[src/logic/amst_pkg.sv]
// shared constants and types of the asynchronous memory strobe sequencer
package amst_pkg;

    // =====================================================================
    // geometry
    localparam int unsigned SPACES      = 4;
    localparam int unsigned SPACE_W     = 2;
    localparam int unsigned ADDR_W      = 20;   // word address bits 21..2
    localparam int unsigned BE_W        = 4;
    localparam int unsigned DATA_W      = 32;
    localparam int unsigned CNT_W       = 6;
    localparam int unsigned MON_W       = 8;

    // =====================================================================
    // timing constants in cpu clock cycles
    localparam logic [CNT_W-1:0] CNT_ONE       = 6'h01;
    localparam logic [CNT_W-1:0] CNT_MAX       = 6'h3f;
    localparam logic [6:0]       EXT_MIN_SUM   = 7'h04;  // setup + strobe needed for ready stretch
    localparam logic [CNT_W-1:0] SAMPLE_OFFSET = 6'h03;  // ready sampled strobe - 3 cycles in
    localparam logic [MON_W-1:0] MON_MAX       = 8'hff;

    // =====================================================================
    // pll multiplier selection codes
    localparam logic [2:0] PLL_SEL_X4  = 3'h0;
    localparam logic [2:0] PLL_SEL_X6  = 3'h1;
    localparam logic [2:0] PLL_SEL_X7  = 3'h2;
    localparam logic [2:0] PLL_SEL_X8  = 3'h3;
    localparam logic [2:0] PLL_SEL_X9  = 3'h4;
    localparam logic [2:0] PLL_SEL_X10 = 3'h5;
    localparam logic [2:0] PLL_SEL_X11 = 3'h6;

    // =====================================================================
    // reset values
    localparam logic [SPACES-1:0] SEL_IDLE_N = 4'hf;
    localparam logic [BE_W-1:0]   BE_IDLE_N  = 4'hf;

    // per-space timing setting
    typedef struct packed {
        logic [3:0] read_setup_cycles;
        logic [5:0] read_strobe_cycles;
        logic [2:0] read_hold_cycles;
        logic [3:0] write_setup_cycles;
        logic [5:0] write_strobe_cycles;
        logic [2:0] write_hold_cycles;
    } amst_cfg_s;

    typedef amst_cfg_s [SPACES-1:0] amst_cfg_t;

    // one access request
    typedef struct packed {
        logic              write;
        logic [SPACE_W-1:0] space;
        logic [ADDR_W-1:0] addr;
        logic [BE_W-1:0]   be;
        logic [DATA_W-1:0] wdata;
    } amst_req_s;

    typedef enum logic [3:0] {
        ST_IDLE   = 4'h1,
        ST_SETUP  = 4'h2,
        ST_STROBE = 4'h4,
        ST_HOLD   = 4'h8
    } amst_state_e;

endpackage

[src/logic/amst_ready_sync.sv]
// two-stage synchroniser for the asynchronous ready input
`timescale 1ns/1ps
module amst_ready_sync
(
    input  wire logic mclk_in,
    input  wire logic rst_b_in,
    input  wire logic async_in,
    output logic      sync_out
);

    logic meta_ff;

    // =====================================================================
    // synchroniser
    // first stage feeds only the second; resets high so an idle bus means no wait
    always_ff @(posedge mclk_in)
    begin
        if (!rst_b_in)
        begin
            meta_ff  <= 1'b1;
            sync_out <= 1'b1;
        end
        else
        begin
            meta_ff  <= async_in;
            sync_out <= meta_ff;
        end
    end

endmodule

[src/logic/amst_async_seq.sv]
// asynchronous memory cycle sequencer with ready stretch and half-rate clock
// Contract
// select group stands read-setup cycles before the read strobe falls
// select group stays read-hold cycles after the read strobe rises
// without stretch the read strobe lasts exactly read-strobe cycles
// select group and write data stand write-setup cycles before write strobe
// select group and write data stay write-hold cycles after write strobe
// without stretch the write strobe lasts exactly write-strobe cycles
// ready input is synchronised internally and may arrive asynchronously
// read: ready sampled strobe minus three cycles in; low stretches strobe
// write: ready sampled strobe minus three cycles in; low stretches strobe
// read strobe ends three to four cycles after ready returns high
// write strobe ends three to four cycles after ready returns high
// external device keeps ready high at least two cycles once released
// ready stretch only when setup plus strobe count is at least four
// select group is chip select, byte enables, address, output enable, write data
// read and write setup, strobe, hold are set per chip-select space
// software picks strobe width to meet memory data setup
// cpu clock multiplier selectable among 4, 6, 7, 8, 9, 10, 11
// half-rate clock output is one cycle high, one cycle low
// below that sum the ready input is ignored and strobe runs its count
`timescale 1ns/1ps
module amst_async_seq
    import amst_pkg::*;
(
    input  wire logic               mclk_in,
    input  wire logic               rst_b_in,
    input  wire amst_cfg_t          space_cfg_in,
    input  wire logic [2:0]         pll_mode_sel_in,
    input  wire logic               req_valid_in,
    input  wire amst_req_s          req_in,
    input  wire logic               async_wait_release_in,
    input  wire logic [DATA_W-1:0]  ext_data_bus_in,
    output logic                    req_ready_out,
    output logic                    rsp_valid_out,
    output logic [DATA_W-1:0]       rsp_rdata_out,
    output logic [SPACES-1:0]       space_select_n_out,
    output logic [BE_W-1:0]         byte_lane_enable_n_out,
    output logic [ADDR_W-1:0]       ext_word_address_out,
    output logic                    async_output_enable_n_out,
    output logic                    async_read_strobe_n_out,
    output logic                    async_write_strobe_n_out,
    output logic [DATA_W-1:0]       ext_data_bus_out,
    output logic                    ext_data_bus_oe_out,
    output logic                    half_rate_clock_out,
    output logic [3:0]              pll_multiplier_out,
    output logic                    pll_mode_valid_out
);

    // =====================================================================
    // helpers
    // zero counts are run as one cycle so a phase never vanishes
    function automatic logic [CNT_W-1:0] len1(input logic [CNT_W-1:0] v);
        len1 = (v == 6'h00) ? CNT_ONE : v;
    endfunction

    function automatic logic [3:0] pll_decode(input logic [2:0] sel);
        unique case (sel)
            PLL_SEL_X4:  pll_decode = 4'h4;
            PLL_SEL_X6:  pll_decode = 4'h6;
            PLL_SEL_X7:  pll_decode = 4'h7;
            PLL_SEL_X8:  pll_decode = 4'h8;
            PLL_SEL_X9:  pll_decode = 4'h9;
            PLL_SEL_X10: pll_decode = 4'ha;
            PLL_SEL_X11: pll_decode = 4'hb;
            default:     pll_decode = 4'h0;
        endcase
    endfunction

    // =====================================================================
    // state and declarations
    amst_state_e        state_ff;
    amst_state_e        nxt_state;
    logic [CNT_W-1:0]   phase_cnt_ff;
    logic [CNT_W-1:0]   cur_setup_ff;
    logic [CNT_W-1:0]   cur_strobe_ff;
    logic [CNT_W-1:0]   cur_hold_ff;
    logic [CNT_W-1:0]   cur_samp_ff;
    logic               cur_ext_ok_ff;
    amst_req_s          cur_req_ff;
    logic               stretch_ff;
    logic               release_ff;
    logic               rdy_sync;
    logic               accept;
    logic               samp_hit;
    logic               active;
    amst_req_s          sel_req;
    amst_cfg_s          sel_cfg;
    logic [CNT_W-1:0]   sel_setup;
    logic [CNT_W-1:0]   sel_strobe;
    logic [CNT_W-1:0]   sel_hold;
    logic [6:0]         sel_sum;

    assign accept  = (state_ff == ST_IDLE) && req_valid_in && req_ready_out;
    assign sel_req = accept ? req_in : cur_req_ff;
    assign sel_cfg = space_cfg_in[req_in.space];

    // timing taken from the addressed space's own setting
    always_comb
    begin
        if (req_in.write)
        begin
            sel_setup  = len1({2'h0, sel_cfg.write_setup_cycles});
            sel_strobe = len1(sel_cfg.write_strobe_cycles);
            sel_hold   = len1({3'h0, sel_cfg.write_hold_cycles});
        end
        else
        begin
            sel_setup  = len1({2'h0, sel_cfg.read_setup_cycles});
            sel_strobe = len1(sel_cfg.read_strobe_cycles);
            sel_hold   = len1({3'h0, sel_cfg.read_hold_cycles});
        end
        sel_sum = {1'b0, sel_setup} + {1'b0, sel_strobe};
    end

    // =====================================================================
    // ready synchroniser
    amst_ready_sync u_ready_sync
    (
        .mclk_in  (mclk_in),
        .rst_b_in (rst_b_in),
        .async_in (async_wait_release_in),
        .sync_out (rdy_sync)
    );

    // =====================================================================
    // access latch: counts are frozen for the whole access
    always_ff @(posedge mclk_in)
    begin
        if (!rst_b_in)
        begin
            cur_req_ff    <= '0;
            cur_setup_ff  <= CNT_ONE;
            cur_strobe_ff <= CNT_ONE;
            cur_hold_ff   <= CNT_ONE;
            cur_samp_ff   <= CNT_ONE;
            cur_ext_ok_ff <= 1'b0;
        end
        else if (accept)
        begin
            cur_req_ff    <= req_in;
            cur_setup_ff  <= sel_setup;
            cur_strobe_ff <= sel_strobe;
            cur_hold_ff   <= sel_hold;
            cur_ext_ok_ff <= (sel_sum >= EXT_MIN_SUM);
            // short strobes sample on their first cycle; the setup phase covers the rest
            cur_samp_ff   <= (sel_strobe > SAMPLE_OFFSET) ? (sel_strobe - SAMPLE_OFFSET) : CNT_ONE;
        end
    end

    // =====================================================================
    // phase sequencer
    assign samp_hit = (state_ff == ST_STROBE) && !stretch_ff && (phase_cnt_ff == cur_samp_ff);

    always_comb
    begin
        nxt_state = state_ff;
        unique case (state_ff)
            ST_IDLE:
            begin
                if (accept)
                    nxt_state = ST_SETUP;
            end
            ST_SETUP:
            begin
                if (phase_cnt_ff == cur_setup_ff)
                    nxt_state = ST_STROBE;
            end
            ST_STROBE:
            begin
                if (release_ff)
                    nxt_state = ST_HOLD;
                else if (samp_hit && cur_ext_ok_ff && !rdy_sync)
                    nxt_state = ST_STROBE;
                else if (!stretch_ff && phase_cnt_ff == cur_strobe_ff)
                    nxt_state = ST_HOLD;
            end
            ST_HOLD:
            begin
                if (phase_cnt_ff == cur_hold_ff)
                    nxt_state = ST_IDLE;
            end
            default:
                nxt_state = ST_IDLE;
        endcase
    end

    always_ff @(posedge mclk_in)
    begin
        if (!rst_b_in)
            state_ff <= ST_IDLE;
        else
            state_ff <= nxt_state;
    end

    // phase counter restarts at one on each phase change and saturates while stretched
    always_ff @(posedge mclk_in)
    begin
        if (!rst_b_in)
            phase_cnt_ff <= CNT_ONE;
        else if (nxt_state != state_ff)
            phase_cnt_ff <= CNT_ONE;
        else if (phase_cnt_ff != CNT_MAX)
            phase_cnt_ff <= phase_cnt_ff + CNT_ONE;
    end

    // =====================================================================
    // ready stretch: one look at the sample point, then wait for ready high
    always_ff @(posedge mclk_in)
    begin
        if (!rst_b_in)
        begin
            stretch_ff <= 1'b0;
            release_ff <= 1'b0;
        end
        else if (state_ff != ST_STROBE)
        begin
            stretch_ff <= 1'b0;
            release_ff <= 1'b0;
        end
        else
        begin
            if (samp_hit && cur_ext_ok_ff && !rdy_sync)
                stretch_ff <= 1'b1;
            // ready is assumed to stay high two cycles, so one sighting is enough
            if (stretch_ff && rdy_sync)
                release_ff <= 1'b1;
        end
    end

    // =====================================================================
    // pin drivers, all registered from the next state
    assign active = (nxt_state != ST_IDLE);

    always_ff @(posedge mclk_in)
    begin
        if (!rst_b_in)
        begin
            space_select_n_out        <= SEL_IDLE_N;
            byte_lane_enable_n_out    <= BE_IDLE_N;
            ext_word_address_out      <= '0;
            async_output_enable_n_out <= 1'b1;
            ext_data_bus_out          <= '0;
            ext_data_bus_oe_out       <= 1'b0;
        end
        else if (active)
        begin
            space_select_n_out        <= ~(4'h1 << sel_req.space);
            byte_lane_enable_n_out    <= ~sel_req.be;
            ext_word_address_out      <= sel_req.addr;
            async_output_enable_n_out <= sel_req.write;
            ext_data_bus_out          <= sel_req.wdata;
            ext_data_bus_oe_out       <= sel_req.write;
        end
        else
        begin
            // address and data keep their last value; only the enables go idle
            space_select_n_out        <= SEL_IDLE_N;
            byte_lane_enable_n_out    <= BE_IDLE_N;
            async_output_enable_n_out <= 1'b1;
            ext_data_bus_oe_out       <= 1'b0;
        end
    end

    // strobes follow the strobe phase exactly
    always_ff @(posedge mclk_in)
    begin
        if (!rst_b_in)
        begin
            async_read_strobe_n_out  <= 1'b1;
            async_write_strobe_n_out <= 1'b1;
        end
        else
        begin
            async_read_strobe_n_out  <= !((nxt_state == ST_STROBE) && !sel_req.write);
            async_write_strobe_n_out <= !((nxt_state == ST_STROBE) && sel_req.write);
        end
    end

    // =====================================================================
    // user side answer
    always_ff @(posedge mclk_in)
    begin
        if (!rst_b_in)
        begin
            req_ready_out <= 1'b0;
            rsp_valid_out <= 1'b0;
            rsp_rdata_out <= '0;
        end
        else
        begin
            req_ready_out <= (nxt_state == ST_IDLE) && !accept;
            rsp_valid_out <= (state_ff == ST_HOLD) && (nxt_state == ST_IDLE);
            // capture on the last strobe cycle, while memory data is still driven
            if (state_ff == ST_STROBE && nxt_state == ST_HOLD && !cur_req_ff.write)
                rsp_rdata_out <= ext_data_bus_in;
        end
    end

    // =====================================================================
    // clock outputs
    always_ff @(posedge mclk_in)
    begin
        if (!rst_b_in)
            half_rate_clock_out <= 1'b0;
        else
            half_rate_clock_out <= !half_rate_clock_out;
    end

    // the multiplier itself is analog; here only the selection is decoded and checked
    always_ff @(posedge mclk_in)
    begin
        if (!rst_b_in)
        begin
            pll_multiplier_out <= 4'h0;
            pll_mode_valid_out <= 1'b0;
        end
        else
        begin
            pll_multiplier_out <= pll_decode(pll_mode_sel_in);
            pll_mode_valid_out <= (pll_decode(pll_mode_sel_in) != 4'h0);
        end
    end

    // =====================================================================
    // checking helpers: phase lengths as seen on the pins
    logic [MON_W-1:0] pre_cnt_ff;
    logic [MON_W-1:0] post_cnt_ff;
    logic [MON_W-1:0] strb_cnt_ff;
    logic             post_phase_ff;
    logic             cs_idle;
    logic             strb_low;

    assign cs_idle  = &space_select_n_out;
    assign strb_low = !async_read_strobe_n_out || !async_write_strobe_n_out;

    always_ff @(posedge mclk_in)
    begin
        if (!rst_b_in || cs_idle)
        begin
            pre_cnt_ff    <= '0;
            post_cnt_ff   <= '0;
            post_phase_ff <= 1'b0;
        end
        else
        begin
            if (strb_low)
                post_phase_ff <= 1'b1;
            if (!strb_low && !post_phase_ff && pre_cnt_ff != MON_MAX)
                pre_cnt_ff <= pre_cnt_ff + 8'h01;
            if (!strb_low && post_phase_ff && post_cnt_ff != MON_MAX)
                post_cnt_ff <= post_cnt_ff + 8'h01;
        end
    end

    always_ff @(posedge mclk_in)
    begin
        if (!rst_b_in || !strb_low)
            strb_cnt_ff <= '0;
        else if (strb_cnt_ff != MON_MAX)
            strb_cnt_ff <= strb_cnt_ff + 8'h01;
    end
endmodule

[config.mk]
export PLATFORM = sky130hd
export DESIGN_NAME = amst_async_seq
export DESIGN_NICKNAME = d
export VERILOG_FILES = /design/src/logic/amst_pkg.sv /design/src/logic/amst_ready_sync.sv /design/src/logic/amst_async_seq.sv
export SDC_FILE = /design/constraint.sdc
export NUM_CORES = 1
export LEC_CHECK = 0
export ABC_AREA = 1
export BUFFER_PORTS_ARGS = -buffer_cell sky130_fd_sc_hd__buf_2
export CORE_MARGIN = 2
export CORE_UTILIZATION = 40
export CTS_CLUSTER_SIZE = 20
export DETAILED_ROUTE_END_ITERATION = 10
export PLACE_DENSITY = 0.73
export SETUP_SLACK_MARGIN = 0.15
export SYNTH_ARGS = -nofsm -noshare
export SYNTH_HDL_FRONTEND = slang
export SYNTH_SLANG_ARGS = --single-unit
[constraint.sdc]
create_clock -name mclk_in -period 3.26 [get_ports mclk_in]
set_input_delay 0.326 -clock mclk_in [delete_from_list [all_inputs] [get_ports mclk_in]]
set_output_delay 0.326 -clock mclk_in [all_outputs]
set_load 0.05 [all_outputs]
After elaboration in Yosys (flattened, before gate mapping)
Index checks and enable logic that the tools add are counted.
{ "word_totals": {"inputBits": 202, "output_inout_bits": 104, "reg_bits": 202} }
{ "op_classes": {"bitwise": 3, "order_cmp": 3, "reduce_logical": 33, "add_sub_neg": 3, "muxes": 22, "n_shift": 1, "n_eq_ne": 21} }
{ "op_table": {"columns": ["operator", "count"], "rows": [
  ["59-bit two-way mux", 1],
  ["26-bit binary-select mux with 2-bit select", 1],
  ["4-bit two-way mux", 10],
  ["4-bit one-hot mux with 7 select lines", 1],
  ["26-bit two-way mux", 1],
  ["6-bit == test", 4],
  ["6-bit two-way mux", 4],
  ["4-bit one-hot mux with 4 select lines", 1],
  ["1-bit logical AND", 14],
  ["6-bit zero test", 2],
  ["3-bit == test (second input constant)", 3],
  ["3-bit zero test", 3],
  ["3-bit two-way mux", 3],
  ["4-bit by 1-bit == test with 1-bit output (second input constant)", 2],
  ["4-bit by 3-bit == test with 1-bit output (second input constant)", 2],
  ["4-bit == test (second input constant)", 2],
  ["1-bit zero test", 8],
  ["4-bit zero test", 2],
  ["4-bit inverter", 2],
  ["6-bit by 6-bit adder with 7-bit output", 1],
  ["7-bit by 3-bit >= comparator with 1-bit output (second input constant)", 1],
  ["6-bit by 1-bit adder with 6-bit output (second input constant)", 1],
  ["3-bit by 2-bit == test with 1-bit output (second input constant)", 2],
  ["6-bit by 2-bit > comparator with 1-bit output (second input constant)", 1],
  ["13 further kinds", 14]
]} }

Depth between registers and ports, before layout
{ "logic_depth": {"word_depth": 11, "ltp_mapped": 18, "mapped_depth_nobuf": 16} }

Hierarchy
From an unflattened synthesis, not the netlist that was laid out.
{ "unflattened": {"cells_unflattened": 1078, "hier_area_um2": 8311.7} }
{ "by_module_without_submodules": {"columns": ["module", "n_inst", "area_per_inst_um2", "cells_each"], "rows": [
  ["amst_async_seq", 1, 8256.7, 1072],
  ["amst_ready_sync", 1, 55.1, 6]
]} }

Worst setup path after synthesis
No wires, ideal clock.
{ "synth_timing": {"path_kind": "input port to flip-flop", "from": "input port req_in[56] (netlist name)", "to": "register cur_ext_ok_ff", "t_arrival_ns": 2.336, "stages": 18, "setup_slack_ns": 0.786, "cell_sequence": "buf_6 > inv_6 > buf_6 > buf_6 > buf_4 > nand2_1 > nand3_1 > nand2_1 > nand3_1 > nand2_1 > nand2_1 > inv_1 > ha_1 > inv_1 > fa_1 > a211o_1 > a21oi_1 > a41oi_1"} }
{ "synth_via": {"elab_chain_cells": 7} }
{ "synth_rtl": {"columns": ["element", "line_no", "source"], "rows": [
  ["start, declared", "amst_async_seq.sv:31", "input wire amst_req_s req_in,"],
  ["26-bit binary-select mux with 2-bit select *", "amst_async_seq.sv:96", "assign sel_cfg = space_cfg_in[req_in.space];"],
  ["26-bit two-way mux (not written as such) *", "amst_async_seq.sv:96", null],
  ["4-bit zero test", "amst_async_seq.sv:54", "len1 = (v == 6'h00) ? CNT_ONE : v;"],
  ["4-bit two-way mux", "amst_async_seq.sv:54", null],
  ["4-bit two-way mux *", "amst_async_seq.sv:101", "if (req_in.write)"],
  ["net sel_setup[0]", "amst_async_seq.sv:89", "logic [CNT_W-1:0] sel_setup;"],
  ["6-bit by 6-bit adder with 7-bit output *", "amst_async_seq.sv:113", "sel_sum = {1'b0, sel_setup} + {1'b0, sel_strobe};"],
  ["7-bit by 3-bit >= comparator with 1-bit output *", "amst_async_seq.sv:145", "cur_ext_ok_ff <= (sel_sum >= EXT_MIN_SUM);"],
  ["end signal, assigned", "amst_async_seq.sv:145", null],
  ["end, declared", "amst_async_seq.sv:79", "logic cur_ext_ok_ff;"]
]} }
The timed path passes the listed nets; every way through them passes the cells marked *. The select of a mux whose other input is x is not followed.
A chain may end at the register's enable or synchronous reset.

Worst setup path after layout
{ "layout_timing": {"from": "input port req_in[57] (netlist name)", "to": "register cur_ext_ok_ff"} }
{ "layout_via": {"elab_chain_cells": 7} }
{ "layout_rtl": {"columns": ["element", "line_no", "source"], "rows": [
  ["26-bit binary-select mux with 2-bit select *", "amst_async_seq.sv:96", null],
  ["26-bit two-way mux (not written as such) *", "amst_async_seq.sv:96", null],
  ["6-bit zero test", "amst_async_seq.sv:54", null],
  ["6-bit two-way mux", "amst_async_seq.sv:54", null],
  ["6-bit two-way mux *", "amst_async_seq.sv:101", null],
  ["net sel_strobe[0]", "amst_async_seq.sv:90", "logic [CNT_W-1:0] sel_strobe;"],
  ["6-bit by 6-bit adder with 7-bit output *", "amst_async_seq.sv:113", null],
  ["7-bit by 3-bit >= comparator with 1-bit output *", "amst_async_seq.sv:145", null]
]} }
Marked as above.

==> results.toml <==
[synth]
netlist.area_leader.share_pct = 47.26
ys_types = 45
ys_seq_area_share_pct = 47.26
ys_seq_elements = 197
synth_edf_count = 0
synth_area_leaders = "dfxtp_1 (47%), nand2_1 (14%), a21oi_1 (4.9%)"
yosysWarnings = 0
yosysTopAreaCell = "dfxtp_1"
ys_async_sr_fraction_pct = 0
syn-num-nets = 1288
syn-mean-instance-area_sq_um = 7.734
synthFlopType = "dfxtp_1"
synth_area_sq_um = 8346
postSynthCellCount = 1079

[place]
gp_congestion = 0.8481
place_area_sq_um = 9878
hpwl_um = 16400
io_buffers = 305

[clock_network]
hold_buffers = 0
cts.root.buffer_cell = "clkbuf_16"
clockBufferDepth = 2
cts_buffers = 17
cts_tree = "built"
clock_sinks = 197
worstSkewPairLatency_ps = 420
post_cts_resized = 0
clkTransAtPathRegs_ps = 70
htreeDepth = 4
cts_setup_buffers = 0

[min_path]
hold_depth = 2
hp-class = "input pin to flop"

[power]
ir_worst_vdd_mv = 0.3741
total_power_w = 0.006785
power_density_nw_per_um2 = 648.6
leakagePower_nw = 4.934

[die]
die_w_um = 148.4
num_rows = 52
die-height_um = 148.4
io_pins = 306
coreArea_sq_um = 20360
dieArea_sq_um = 22030
initial_core_util_pct = 40.98

[setup_path]
arrival_ps = 2740
cp_slowest_cell = "inv_2"
cp_max_fo = 31
cp.required_ps = 3540
critPathMostFrequentCell = "nand2_1"
slowest_delay_ps = 380
crit_type = "input pin to flop"
critPathLaunchType = "input pin"
path_cells = "buf_2, inv_2, nand3_1, nand2_1, nand2_1, nor2_1, nand2_1, nand2_1, nand2_1, inv_1, ha_1, inv_1, fa_1, a211o_1, a21oi_1, a41oi_1"
worstSetupEndpointType = "flop"
worstRegToRegCells = 9

[layout]
syn_to_final_growth_pct = 25.35
design_area_sq_um = 10460
final_cell_mix = "nand2_1 (315), buf_2 (305), dfxtp_1 (197)"
layout_commonest_cell = "nand2_1"
drive_above_1_share_pct = 27.70
final_core_util_pct = 51.37
fin_nets = 1557

[timing]
finalSetupTns_ps = 0
slew_headroom_pct = 44.85
period_needed_ps = 2460
hold_viol_final = 0
setup_viol_count_final = 0
skew_ps = 11.71
period_share_pct = 75.45
drv_slew = 0
max_freq_mhz = 406.6
rsz0062_at_grt = "false"
worstMarginPinSlew_ps = 826.1

[detailed_routing]
first_pass_iters = 5
wl_per_cell_um = 14.01
drt_iter0_markers = 339
wirelength_um = 22880
avgViaCountPerCell = 5.016
drc_errors = 0
via_count = 8191
antenna_left = 0

[global_route]
grt_pass1_vias = 7732
antenna_found_initial = 2
grt_max_degree = 70
track_usage_pct = 20.16
overflow = 0
grt_pass1_wl_um = 36400

[outcome]
status = "complete, no violations"

[flow_run]
drv_cap = 0
power breakdown:
group          internal (W)  switching (W)
Sequential          0.00267       0.000135
Combinational      0.000524        0.00138
Clock               0.00115       0.000928
Total               0.00434        0.00244
final timing paths:
check	start	end	slack [ps]
worst max-delay path	req_in[57]	cur_ext_ok_ff$_SDFFE_PN0P_	800
worst max register to register	phase_cnt_ff[3]$_SDFFE_PP0P_	ext_data_bus_out[29]$_SDFFE_PN0P_	860
worst min register to register	half_rate_clock_out$_SDFF_PN0_	half_rate_clock_out$_SDFF_PN0_	410
worst min-delay path	pll_mode_sel_in[0]	pll_multiplier_out[0]$_SDFF_PN0_	90
routing by layer:
| metal | track usage, % | share of wire [%] | vias to the layer above |
|---|---|---|---|
| met2 | 34.72 | 49 | 243 |
| li1 | - | - | 4134 |
| met1 | 23.84 | 43 | 3778 |
| met5 | 0 | 0 | - |
| met3 | 5.890 | 6.6 | 36 |
| met4 | 7.476 | 2.3 | 0 |
cell usage after synthesis (5+ instances only):
cell type,number
buf_4,9
mux2i_1,24
buf_6,17
a21oi_1,81
clkbuf_1,16
ha_1,6
nand4_1,36
a32o_1,5
o22ai_1,7
inv_1,38
a31oi_1,29
xnor2_1,8
inv_2,7
nor3_1,13
nor2_1,97
buf_2,21
dfxtp_1,197
nand2_1,315
o21ai_0,47
nand2_2,6
nand3_1,54
state kept, by name, indices dropped and copies added (netlist names), 3 cells and up:
| name | flops |
|---|---|
| ext_data_bus_out | 32 |
| cur_setup_ff | 4 |
| pll_multiplier_out | 4 |
| cur_samp_ff | 6 |
| state_ff | 4 |
| byte_lane_enable_n_out | 4 |
| cur_hold_ff | 3 |
| cur_strobe_ff | 6 |
| rsp_rdata_out | 32 |
| space_select_n_out | 4 |
| cur_req_ff | 59 |
| ext_word_address_out | 20 |
| phase_cnt_ff | 6 |
cells by family after synthesis:
logic type | after synthesis | synth area share [%]
compound gates | 191 | 13.09
buf+inv | 115 | 7.481
mux | 24 | 2.879
xor+xnor | 12 | 1.259
flops | 197 | 47.26
fa+ha+maj | 7 | 1.139
simple gates | 533 | 26.90
worst max-delay path: cells and delay by family:
kind,cells,cell delay [ps]
simple gates,7,680
buf+inv,4,660
fa+ha+maj,2,560
compound gates,3,510
through the flow:
step                hold slack, ps  worst slack, ps  instances
finish                       94.78            800.4       1633
global route                 82.07            571.9       1633
CTS                          74.17            854.6       1631
detailed placement           398.5            414.4       1599
global placement             398.4            455.7       1599
floorplan                    392.5            785.8       1079
final cells by class:
cell class	count	area [sq um]
clock inverter	13	145.1
timing repair buffer	317	1629
sequential	197	3944
inverter	48	185.2
fill	1959	9903
multi-input combinational	767	3782
antenna	2	5.005
clock buffer	19	432.9
tap	270	337.8
Note: power is estimated with default switching activity, not from simulation.
